`config.mk`:
```
export PLATFORM = sky130hd
export DESIGN_NAME = debug_event_sequencer
export DESIGN_NICKNAME = d
export VERILOG_FILES = /design/src/core/dbg_pkg.sv /design/src/core/debug_event_sequencer.sv /design/src/core/link_sync.sv
export VERILOG_INCLUDE_DIRS = /design/src /design/src/core
export SDC_FILE = /design/constraint.sdc
export NUM_CORES = 1
export LEC_CHECK = 0
export BUFFER_PORTS_ARGS = -buffer_cell sky130_fd_sc_hd__buf_2
export CAP_MARGIN = 10
export CORE_MARGIN = 2
export CORE_UTILIZATION = 59
export DETAILED_ROUTE_END_ITERATION = 7
export GPL_TIMING_DRIVEN = 0
export PLACE_DENSITY = 0.73
export SLEW_MARGIN = 20
export SYNTH_ARGS = -nofsm -noshare
export SYNTH_HDL_FRONTEND = slang
export SYNTH_SLANG_ARGS = --single-unit
```
`constraint.sdc`:
```
create_clock -name ref_clk -period 24.8 [get_ports ref_clk]
set_input_delay 2.48 -clock ref_clk [delete_from_list [all_inputs] [get_ports ref_clk]]
set_output_delay 2.48 -clock ref_clk [all_outputs]
set_load 0.005 [all_outputs]
```
`src/core/dbg_cfg.svh`:
```
// Constants for the debug event sequencer: field positions, widths, timing counts
`ifndef DBG_CFG_SVH
`define DBG_CFG_SVH

// Configuration word shifted in over the link, LSB first
`define DBG_CFG_W 24
`define DBG_CFG_MODE_LSB 0
`define DBG_CFG_EN_LSB 3
`define DBG_CFG_ITEM_LSB 7
`define DBG_CFG_RDSEL_LSB 19
`define DBG_CFG_INIT_BIT 22
`define DBG_CFG_STEP_BIT 23

// Readback word: overflow or zero, then 64 data bits
`define DBG_RD_W 65

// Widths and counts
`define DBG_CH_N 4
`define DBG_CNT_W 32
`define DBG_TRACE_N 4
`define DBG_ADDR_W 32

// Run-time reconfiguration holds the core for this many bus clocks
`define DBG_SUSPEND_CYC 52
// Least instruction spacing between two sequence stages
`define DBG_GAP_INSN 2
// Counter step for each taken branch
`define DBG_BRANCH_INC 2

// Reset values
`define DBG_EN_RST 4'h0
`define DBG_MODE_RST 3'h0

`endif

```
`src/core/dbg_pkg.sv`:
```
// Types shared by the debug event sequencer files
package dbg_pkg;

    // Combination modes of channels one to three
    typedef enum logic [2:0] {
        MODE_NONE = 3'h0,
        MODE_SEQ_321 = 3'h1,
        MODE_SEQ_21 = 3'h2,
        MODE_PA_21 = 3'h3,
        MODE_PA_12 = 3'h4
    } combo_mode_t;

    // Measurement items of one performance counter
    typedef enum logic [2:0] {
        ITEM_OFF = 3'h0,
        ITEM_ELAPSED = 3'h1,
        ITEM_EXEC_STATES = 3'h2,
        ITEM_BRANCH = 3'h3,
        ITEM_INSN = 3'h4,
        ITEM_EXCEPTION = 3'h5,
        ITEM_IRQ = 3'h6
    } meas_item_t;

    // Sequence progress, one bit changes from idle to three and from three to two
    typedef enum logic [1:0] {
        SQ_IDLE = 2'b00,
        SQ_GOT_THREE = 2'b01,
        SQ_GOT_TWO = 2'b11
    } seq_state_t;

    // Per-cycle events from the core, same clock
    typedef struct packed {
        logic [3:0] ch_match;
        logic insn_done;
        logic branch_taken;
        logic exception;
        logic irq;
        logic clk_run;
        logic stall;
        logic running;
    } core_evt_t;

    // One branch record
    typedef struct packed {
        logic [31:0] src;
        logic [31:0] dst;
    } branch_rec_t;

    // Link pins after synchronisation
    typedef struct packed {
        logic clk_rise;
        logic sel_rise;
        logic sel_fall;
        logic sel;
        logic din;
    } link_evt_t;

endpackage

```
`src/core/debug_event_sequencer.sv`:
```
// Debug event sequencer: channel combination, measurement, branch trace, link
//
// What this block does
// - Sequential break halts only after channels three, two, one (or two, one) match in order.
// - Entering a combination mode disables involved channels until re-enabled.
// - A match on a delay-slot instruction is taken before the branch target.
// - A power-on reset in the matching cycle leaves every channel unsatisfied.
// - Sequence order follows bus-cycle order of matches, not program order.
// - Run-time reconfiguration suspends the core for up to 52 bus clocks.
// - While reconfiguring, all channel conditions are disabled.
// - A transfer-controller collision on external bus may drop a match.
// - Trace keeps the four latest branches with source and destination.
// - Single stepping disables software and channel breaks.
// - The core may run two or more instructions after a match.
// - Point-to-point window opens on the start channel, closes on the other.
// - Without point-to-point, the window spans run time until break.
// - Four measurement counters run independently and at once.
// - Each counter is 32 bits, read whole, with overflow indication.
// - Branch counting adds two per taken branch.
// - A recurring start reopens the window and accumulates the count.
`timescale 1ns/1ps
`include "dbg_cfg.svh"
module debug_event_sequencer
    import dbg_pkg::*;
(
    // Clock and reset
    input wire logic ref_clk,
    input wire logic reset_n,
    // Core events
    input core_evt_t core_evt,
    input branch_rec_t branch_rec,
    input wire logic por_pulse,
    input wire logic dtc_collide,
    // Emulator link
    input wire logic link_clk,
    input wire logic link_sel,
    input wire logic link_din,
    output logic link_dout,
    // Core control
    output logic break_req,
    output logic cpu_suspend,
    output logic meas_window
);
    link_evt_t lk;
    logic [`DBG_CFG_W-1:0] shift_in_ff;
    logic [`DBG_RD_W-1:0] shift_out_ff;
    logic link_dout_ff;
    combo_mode_t mode_ff;
    logic [3:0] ch_en_ff;
    logic [2:0] item_ff [`DBG_CH_N];
    logic [2:0] rd_sel_ff;
    logic step_ff;
    logic [5:0] susp_cnt_ff;
    seq_state_t seq_ff;
    seq_state_t nxt_seq;
    logic [1:0] gap_ff;
    logic break_ff;
    logic window_ff;
    logic nxt_window;
    logic [`DBG_CNT_W-1:0] cnt_ff [`DBG_CH_N];
    logic ovf_ff [`DBG_CH_N];
    branch_rec_t trace_ff [`DBG_TRACE_N];

    link_sync u_link_sync (
        .ref_clk(ref_clk),
        .reset_n(reset_n),
        .link_clk(link_clk),
        .link_sel(link_sel),
        .link_din(link_din),
        .evt(lk)
    );

    // Decode of the committed word
    wire commit = lk.sel_fall;
    wire combo_mode_t new_mode = combo_mode_t'(shift_in_ff[`DBG_CFG_MODE_LSB +: 3]);
    wire [3:0] new_en = shift_in_ff[`DBG_CFG_EN_LSB +: 4];
    wire cnt_init = commit & shift_in_ff[`DBG_CFG_INIT_BIT];

    function automatic logic [3:0] involved(input combo_mode_t m);
        case (m)
            MODE_SEQ_321: involved = 4'h7;
            MODE_SEQ_21: involved = 4'h3;
            MODE_PA_21: involved = 4'h3;
            MODE_PA_12: involved = 4'h3;
            default: involved = 4'h0;
        endcase
    endfunction

    wire [3:0] commit_en = (new_mode != mode_ff) ? (new_en & ~involved(new_mode)) : new_en;

    wire suspending = (susp_cnt_ff != 6'h0);
    wire match_gate = ~por_pulse & ~suspending & ~dtc_collide;
    wire [3:0] hit = core_evt.ch_match & ch_en_ff & {4{match_gate}};
    wire gap_ok = (gap_ff >= 2'(`DBG_GAP_INSN));
    wire is_seq = (mode_ff == MODE_SEQ_321) || (mode_ff == MODE_SEQ_21);
    wire is_pa = (mode_ff == MODE_PA_21) || (mode_ff == MODE_PA_12);

    always_comb begin
        nxt_seq = seq_ff;
        case (seq_ff)
            SQ_IDLE: begin
                if (mode_ff == MODE_SEQ_321 && hit[2]) begin
                    nxt_seq = SQ_GOT_THREE;
                end else if (mode_ff == MODE_SEQ_21 && hit[1]) begin
                    nxt_seq = SQ_GOT_TWO;
                end
            end
            SQ_GOT_THREE: begin
                if (hit[1] && gap_ok) begin
                    nxt_seq = SQ_GOT_TWO;
                end
            end
            SQ_GOT_TWO: begin
                if (hit[0] && gap_ok) begin
                    nxt_seq = SQ_IDLE;
                end
            end
            default: nxt_seq = SQ_IDLE;
        endcase
        if (!is_seq || commit) begin
            nxt_seq = SQ_IDLE;
        end
    end

    wire stage_adv = (nxt_seq != seq_ff) && is_seq && !commit;
    wire seq_fire = is_seq && (seq_ff == SQ_GOT_TWO) && hit[0] && gap_ok;
    wire [3:0] direct_ch = ch_en_ff & ~involved(mode_ff);
    // Slot match breaks at once, before the target
    wire nxt_break = ~step_ff & (seq_fire | (|(hit & direct_ch)));

    // Start and end channels per mode
    wire pa_start = (mode_ff == MODE_PA_21) ? hit[1] : hit[0];
    wire pa_end = (mode_ff == MODE_PA_21) ? hit[0] : hit[1];
    always_comb begin
        nxt_window = window_ff;
        if (is_pa) begin
            if (pa_start) begin
                nxt_window = 1'b1;
            end else if (pa_end) begin
                nxt_window = 1'b0;
            end
        end else begin
            nxt_window = core_evt.running & ~break_ff;
        end
        if (por_pulse) begin
            nxt_window = 1'b0;
        end
    end

    // Readback selection
    wire [`DBG_RD_W-1:0] rd_word = rd_sel_ff[2] ?
        {1'b0, trace_ff[rd_sel_ff[1:0]]} :
        {ovf_ff[rd_sel_ff[1:0]], 32'h0, cnt_ff[rd_sel_ff[1:0]]};

    // Link shifting and configuration
    always_ff @(posedge ref_clk) begin
        if (!reset_n) begin
            shift_in_ff <= '0;
            shift_out_ff <= '0;
            link_dout_ff <= 1'b0;
        end else if (lk.sel_rise) begin
            shift_out_ff <= rd_word;
        end else if (lk.sel && lk.clk_rise) begin
            shift_in_ff <= {lk.din, shift_in_ff[`DBG_CFG_W-1:1]};
            link_dout_ff <= shift_out_ff[0];
            shift_out_ff <= {1'b0, shift_out_ff[`DBG_RD_W-1:1]};
        end
    end

    always_ff @(posedge ref_clk) begin
        if (!reset_n) begin
            mode_ff <= combo_mode_t'(`DBG_MODE_RST);
            ch_en_ff <= `DBG_EN_RST;
            rd_sel_ff <= 3'h0;
            step_ff <= 1'b0;
            susp_cnt_ff <= 6'h0;
        end else if (commit) begin
            mode_ff <= new_mode;
            ch_en_ff <= commit_en;
            rd_sel_ff <= shift_in_ff[`DBG_CFG_RDSEL_LSB +: 3];
            step_ff <= shift_in_ff[`DBG_CFG_STEP_BIT];
            // Hold the core while settings change
            susp_cnt_ff <= core_evt.running ? 6'(`DBG_SUSPEND_CYC) : 6'h0;
        end else if (suspending) begin
            susp_cnt_ff <= susp_cnt_ff - 6'h1;
        end
    end

    generate
        for (genvar i = 0; i < `DBG_CH_N; i++) begin : g_item
            always_ff @(posedge ref_clk) begin
                if (!reset_n) begin
                    item_ff[i] <= 3'h0;
                end else if (commit) begin
                    item_ff[i] <= shift_in_ff[`DBG_CFG_ITEM_LSB + 3*i +: 3];
                end
            end
        end
    endgenerate

    always_ff @(posedge ref_clk) begin
        if (!reset_n) begin
            seq_ff <= SQ_IDLE;
            gap_ff <= 2'h0;
            break_ff <= 1'b0;
            window_ff <= 1'b0;
        end else begin
            seq_ff <= nxt_seq;
            if (stage_adv) begin
                gap_ff <= 2'h0;
            end else if (core_evt.insn_done && !gap_ok) begin
                gap_ff <= gap_ff + 2'h1;
            end
            // Core halts at its own pace
            break_ff <= nxt_break;
            window_ff <= nxt_window;
        end
    end

    generate
        for (genvar i = 0; i < `DBG_CH_N; i++) begin : g_cnt
            logic [1:0] inc;
            logic [`DBG_CNT_W:0] sum;
            always_comb begin
                case (meas_item_t'(item_ff[i]))
                    ITEM_ELAPSED: inc = {1'b0, core_evt.clk_run};
                    ITEM_EXEC_STATES: inc = {1'b0, core_evt.clk_run & ~core_evt.stall};
                    ITEM_BRANCH: inc = core_evt.branch_taken ? 2'(`DBG_BRANCH_INC) : 2'h0;
                    ITEM_INSN: inc = {1'b0, core_evt.insn_done};
                    ITEM_EXCEPTION: inc = {1'b0, core_evt.exception};
                    ITEM_IRQ: inc = {1'b0, core_evt.irq};
                    default: inc = 2'h0;
                endcase
                if (!window_ff) begin
                    inc = 2'h0;
                end
                sum = {1'b0, cnt_ff[i]} + {31'h0, inc};
            end
            always_ff @(posedge ref_clk) begin
                if (!reset_n) begin
                    cnt_ff[i] <= '0;
                    ovf_ff[i] <= 1'b0;
                end else if (cnt_init) begin
                    cnt_ff[i] <= '0;
                    ovf_ff[i] <= sum[`DBG_CNT_W];
                end else begin
                    cnt_ff[i] <= sum[`DBG_CNT_W-1:0];
                    ovf_ff[i] <= ovf_ff[i] | sum[`DBG_CNT_W];
                end
            end
        end
    endgenerate

    generate
        for (genvar i = 0; i < `DBG_TRACE_N; i++) begin : g_trace
            always_ff @(posedge ref_clk) begin
                if (!reset_n) begin
                    trace_ff[i] <= '0;
                end else if (core_evt.branch_taken) begin
                    trace_ff[i] <= (i == 0) ? branch_rec : trace_ff[(i == 0) ? 0 : i - 1];
                end
            end
        end
    endgenerate

    assign link_dout = link_dout_ff;
    assign break_req = break_ff;
    assign meas_window = window_ff;

    logic susp_out_ff;
    always_ff @(posedge ref_clk) begin
        if (!reset_n) begin
            susp_out_ff <= 1'b0;
        end else begin
            susp_out_ff <= commit ? core_evt.running : (susp_cnt_ff > 6'h1);
        end
    end
    assign cpu_suspend = susp_out_ff;
endmodule // debug_event_sequencer

```
`src/core/link_sync.sv`:
```
// Two-stage synchroniser and edge finder for the emulator link pins
`timescale 1ns/1ps
`include "dbg_cfg.svh"
module link_sync
    import dbg_pkg::*;
(
    // Clock and reset
    input wire logic ref_clk,
    input wire logic reset_n,
    // Raw link pins
    input wire logic link_clk,
    input wire logic link_sel,
    input wire logic link_din,
    // Synchronised events
    output link_evt_t evt
);
    logic [2:0] meta_ff;
    logic [2:0] sync_ff;
    logic [1:0] last_ff;

    always_ff @(posedge ref_clk) begin
        if (!reset_n) begin
            meta_ff <= 3'h0;
            sync_ff <= 3'h0;
            last_ff <= 2'h0;
        end else begin
            meta_ff <= {link_din, link_sel, link_clk};
            sync_ff <= meta_ff;
            last_ff <= sync_ff[1:0];
        end
    end

    assign evt.clk_rise = sync_ff[0] & ~last_ff[0];
    assign evt.sel_rise = sync_ff[1] & ~last_ff[1];
    assign evt.sel_fall = ~sync_ff[1] & last_ff[1];
    assign evt.sel = sync_ff[1];
    assign evt.din = sync_ff[2];
endmodule // link_sync

```
**Word level (Yosys, flattened, before mapping)**

Memory sizes are Yosys's and may differ from the RTL's. A register that Yosys moved wholly into a read port is not among the register bits.
Index checks and enable logic that the tools add are counted.

- Bits in writable memories: 400
- Memories kept: 4
- Input port bits: 82
- Output and inout port bits: 4
- Word-level logic and storage cells: 221
- Bits in registers: 122

- Mux-type cells: 73
- Magnitude comparators: 2
- Bitwise operators: 56
- Add/subtract/negate cells: 6
- Reductions and logical operators: 27
- Eq/ne operators: 37

Memories:

| memory | words | width | read ports | clocked after Yosys merged registers in | write ports | RTL line | text |
|---|---|---|---|---|---|---|---|
| trace_ff | 4 | 64 | 4 | 1 | 4 | debug_event_sequencer.sv:62 | `` branch_rec_t trace_ff [`DBG_TRACE_N]; `` |
| cnt_ff | 4 | 32 | 5 | 1 | 4 | debug_event_sequencer.sv:60 | `` logic [`DBG_CNT_W-1:0] cnt_ff [`DBG_CH_N]; `` |
| item_ff | 4 | 3 | 4 | 0 | 4 | debug_event_sequencer.sv:50 | `` logic [2:0] item_ff [`DBG_CH_N]; `` |
| ovf_ff | 4 | 1 | 5 | 1 | 4 | debug_event_sequencer.sv:61 | `` logic ovf_ff [`DBG_CH_N]; `` |

Operators with widths:

| cell | number |
|---|---|
| two-way mux 32 bit | 8 |
| two-way mux 64 bit | 4 |
| two-way mux 65 bit | 3 |
| adder 32 x 2 -> 33 bit | 4 |
| one-hot mux 2 bit (6 select lines) | 4 |
| == test 3 bit (second input constant) | 14 |
| == test 3 x 2 -> 1 bit (second input constant) | 12 |
| two-way mux 2 bit | 16 |
| bitwise OR 1 bit | 29 |
| two-way mux 1 bit | 27 |
| AND 4 bit | 5 |
| == test 3 x 1 -> 1 bit (second input constant) | 6 |
| two-way mux 6 bit | 3 |
| two-way mux 3 bit | 4 |
| one-hot mux 3 bit (2 select lines) | 2 |
| logical AND 1 bit | 11 |
| NOT 1 bit | 11 |
| AND 1 bit | 9 |
| NOT 4 bit | 2 |
| > comparator 6 x 1 -> 1 bit (second input constant) | 1 |
| one-hot mux 2 bit (3 select lines) | 1 |
| nonzero test 6 bit | 1 |
| OR reduction 3 bit | 2 |
| subtractor 6 x 1 -> 6 bit (second input constant) | 1 |
| 15 further kinds | 21 |

**Longest topological paths before layout**

- Word-level depth: 14
- Mapped depth: 12
- Depth with buffers taken out: 11

**Modules after synthesis**

A second synthesis with hierarchy kept.

- Cell total of the unflattened synthesis: 2052
- Area total of the unflattened synthesis: 25365.6 um^2

By module, submodules not included:

| module | area an instance (um^2) | times used | cells each |
|---|---|---|---|
| debug_event_sequencer | 25121.6 | 1 | 2031 |
| link_sync | 244.0 | 1 | 21 |

**Least setup slack after synthesis**

Ideal clock, no wire load.

- Path type: in2reg
- Start point: input port core_evt[5] in the netlist's numbering
- End point: memory trace_ff[0][0] in the netlist's numbering (enable)
- Arrival: 8.874 ns
- Path slack: 15.262 ns
- Data required time: 24.136 ns
- Cell stages on the path: 2
- Cells stage by stage: clkbuf_1 nand2b_1

RTL lines:

| element | RTL line | text |
|---|---|---|
| start: declaration | debug_event_sequencer.sv:30 | `input core_evt_t core_evt,` |
| end: declaration | debug_event_sequencer.sv:62 |  |

==> run metrics <==
status=complete, no violations; ys async rst share=0%; total CTS buffers=54; flip-flop and latch area=14480 sq um; WP data required=approximately 25 ns; layout cells sized above 1=8.736%; CTS resizes=0; Max-Cap Viols=0; vias in the first global route=~19000; initial cell density of the core=59.61%; syn_area_per_cell=11.31 sq um; worst slew pin tran=around 1.1 ns; DR iter-0 viols=1995; cell count after synthesis=2265; Seq/Total Area, Yosys=~57%; cts hold-fix bufs=0; # rows=76; startpoint class of the critical path=input port; Hold Crit Class=reg2reg; Post-Route Skew=0.04007 ns; min-delay src=u_link_sync.meta_ff[2]; GR Overflow Total=0; total track usage=a little under a third; mux share of post-synthesis cell area=8.488%; worst hold stages=1; # IOs=86; IO buf count=84; hold_ws=around 0.44 ns; critical path class=in2reg; adder-cell share of the synthesized area=0.8986%; Max clock buf depth=3; post-route ant nets=0; highest cell delay on the worst timing path=0.75 ns; synth unique cells=63; via count=19897; Max Fanout on Critical Path=10; TritonCTS clock tree=yes; RSZ-0062 raised after global routing=false; hpwl dp=about 48000 um; final core occ=67.87%; CP Cell Sequence=buf_2 > nand2b_1 > mux2i_1 > nand3b_1 > a21boi_0 > ha_1 > inv_1 > fa_1 > nand4b_1 > or3_1 > clkbuf_1 > nor4_1 > a21o_1; Simple-Gate Fraction of Synth Area=18.14%; # DRC=0; Max IR drop VDD=about 73 uV; FMAX=180.6 MHz; Largest delay share family, worst path=simple AND/OR/NAND/NOR gates; slowest CP cell=nor4_1; post-placement cell count=3070; Buf+Inv Stages, Crit Path=3; largest net degree at the start of global routing=51; DRT Wirelength=67010 um; Worst EP arrival=about 6.0 ns; Root Buffer=clkbuf_16; Hold Vio Cnt, Final=0; Slew Limit Headroom=a little over a quarter; Tmin final=around 5.5 ns; reg2reg setup slack=20.83 ns; core area=42980 sq um; pins over their slew limit=0; worst r2r dst=ovf_ff[3]; H-Tree Depth=2; Leak=between 10 and 15 nW; Worst R2R Start=item_ff[3][1]; area of the multi-input gates=about 11000 sq um; Finished Layout Cells=about 3200; average wire per standard cell=between 20 and 25 um; P&R area growth vs syn=13.86%; first-pass GRT wire length=105000 um; initial antenna violation count=0; Compound-Gate Fraction of Synth Area=11.10%; vias per cell=between 6 and 7; clk_lat worst skew=0.65 ns; Worst Reg-to-Reg Cells=12; Die Ht=212.4 um; XOR/XNOR Fraction of Synth Area=1.641%; Die ar.=45110 sq um; Nets=2639; ANT cells=0; main combinational cell family by area after synthesis=simple AND/OR/NAND/NOR gates; FILL cells=3260; final setup vio count=0; Hold Path Sink=u_link_sync.sync_ff[2]; #FFs+latches synth=524; most common flop cell mapped by yosys=edfxtp_1; cell area after synthesis=25620 sq um; clock sink count=524; Power Density=~69 nW/um^2; Setup Buffers After CTS=0; Yosys warning total=0; die span in x=212.4 um; period utilization=22.32%; RePlAce Congestion=~0.93; setup TNS=0 ns; endpoint class of the critical path=flop; Clock transition at path regs=roughly 0.070 ns; Post-synth EDFFs=399; total iterations of the first detailed-routing run=5
cells by family after synthesis:
kind of cell / after synthesis
muxes: 176
xor gates and xnor gates: 48
other: 1
AOI/OAI and AO/OA: 452
and+or+nand+nor: 833
buffers and inverters: 215
DFF: 524
adders and majority gates: 16
layout make-up:
class / count / area share [%]
Sequential cell: 524 / 49.65
Inverter: 29 / 0.3731
Clock buffer: 84 / 5.408
Buffer: 186 / 2.423
Multi-Input combinational cell: 1656 / 37.10
Tap cell: 585 / 2.509
Clock inverter: 18 / 0.6605
Timing Repair Buffer: 90 / 1.879
worst max-delay path by stage:
stage	from	endpoint	slack [ns]	cells past startpoint
after detailed placement	core_evt[1]	ovf_ff[3]	18.69	13
after global placement	reset_n	trace_ff[0][61]	12.41	3
after global routing	core_evt[6]	ovf_ff[3]	19.03	13
after floorplan	core_evt[5]	trace_ff[0][0]	15.26	2
after CTS	core_evt[1]	ovf_ff[3]	19.32	13
final	core_evt[1]	ovf_ff[3]	19.26	13
through the flow:
step	instance area, sq um	power [mW]	setup WS (ns)
final	29170	2.015	19.26
after global routing	29170	2.078	19.03
after CTS	29170	2.018	19.32
after detailed placement	27400	1.217	18.69
after global placement	27260	1.212	12.41
after floorplan	26110	1.157	15.26
report_power, final:
part / internal (mW) / total, mW / switching, mW
clock network: 0.460 / 0.811 / 0.351
logic: 0.0608 / 0.157 / 0.0959
registers: 1.00 / 1.05 / 0.0436
worst register-to-register path, cell delays in order (launching register included):
cell and delay (ns):
edfxtp_1 0.45, mux2i_1 0.14, o21ai_0 0.14, nand2_1 0.06
a21boi_0 0.21, ha_1 0.21, inv_1 0.05, fa_1 0.53
nand4b_1 0.37, or3_1 0.49, clkbuf_1 0.27, nor4_1 0.75
a21o_1 0.15
registers in the layout, indices dropped and copies added, names as in the netlist, named ones only:
register,cells
mode_ff,3
trace_ff,256
ovf_ff,4
seq_ff,2
break_req,1
link_dout,1
ch_en_ff,4
meas_window,1
cpu_suspend,1
shift_in_ff,24
u_link_sync.meta_ff,3
susp_cnt_ff,6
gap_ff,2
u_link_sync.sync_ff,3
shift_out_ff,65
item_ff,12
rd_sel_ff,3
cnt_ff,128
u_link_sync.last_ff,2
step_ff,1
cell usage in the layout (no fill, tap or decap), types with 17 or more instances in the layout:
cell         n
nand2_1    178
nor2_1      91
or3_1       33
conb_1     131
clkbuf_16   54
nor4_1      17
xnor2_1     33
clkbuf_1   185
and2_1      20
mux2i_1    143
dfxtp_1    125
nand3_1     53
o21ai_0     91
o31ai_1     41
a32oi_1     33
a22oi_1     36
nor3_1      17
nand4_1     27
mux4_2      33
a221oi_1    32
or4_1       48
and3_1     278
buf_2       92
inv_1       29
a21oi_1    176
edfxtp_1   399
routing by layer:
metal	global-route usage (%)	part of all wire (%)
met1	41.73	42
met2	48.75	47
met3	3.781	7.4
met4	11.38	3.3
met5	0	0
cells in the mapped netlist (3+ instances only):
cell      count  area [sq um]
a21o_1        3         22.52
a21oi_1     176         880.8
a221oi_1     32         280.3
a22oi_1      36         270.3
a32oi_1      33         289.0
and2_1       20         125.1
and3_1      278          1739
and4_1       15         131.4
buf_1        12         45.04
buf_2         7         35.03
clkbuf_1    167         626.9
dfxtp_1     125          2502
edfxtp_1    399         11980
fa_1          4         80.08
ha_1         12         150.1
inv_1        29         108.9
mux2i_1     143          1431
mux4_2       33         743.2
nand2_1     178         668.1
nand2b_1      7         43.79
nand3_1      53         265.3
nand3b_1      7         52.55
nand4_1      27         168.9
nand4b_1      3         26.28
nor2_1       91         341.6
nor2b_1      14         87.58
nor3_1       17         85.08
nor3b_1       3         22.52
nor4_1       18         112.6
nor4b_1       3         26.28
nor4bb_1      3         30.03
o2111a_1      3         33.78
o211ai_1      5         37.54
o21a_1        8         60.06
o21ai_0      91         455.4
o31ai_1      41         307.8
o41ai_1       8         70.07
or2_2         3         18.77
or3_1        33         206.5
or4_1        48         360.4
or4b_2        3         30.03
xnor2_1      33         289.0
xor2_1       15         131.4
No activity file was read; power rests on OpenSTA's default activity.
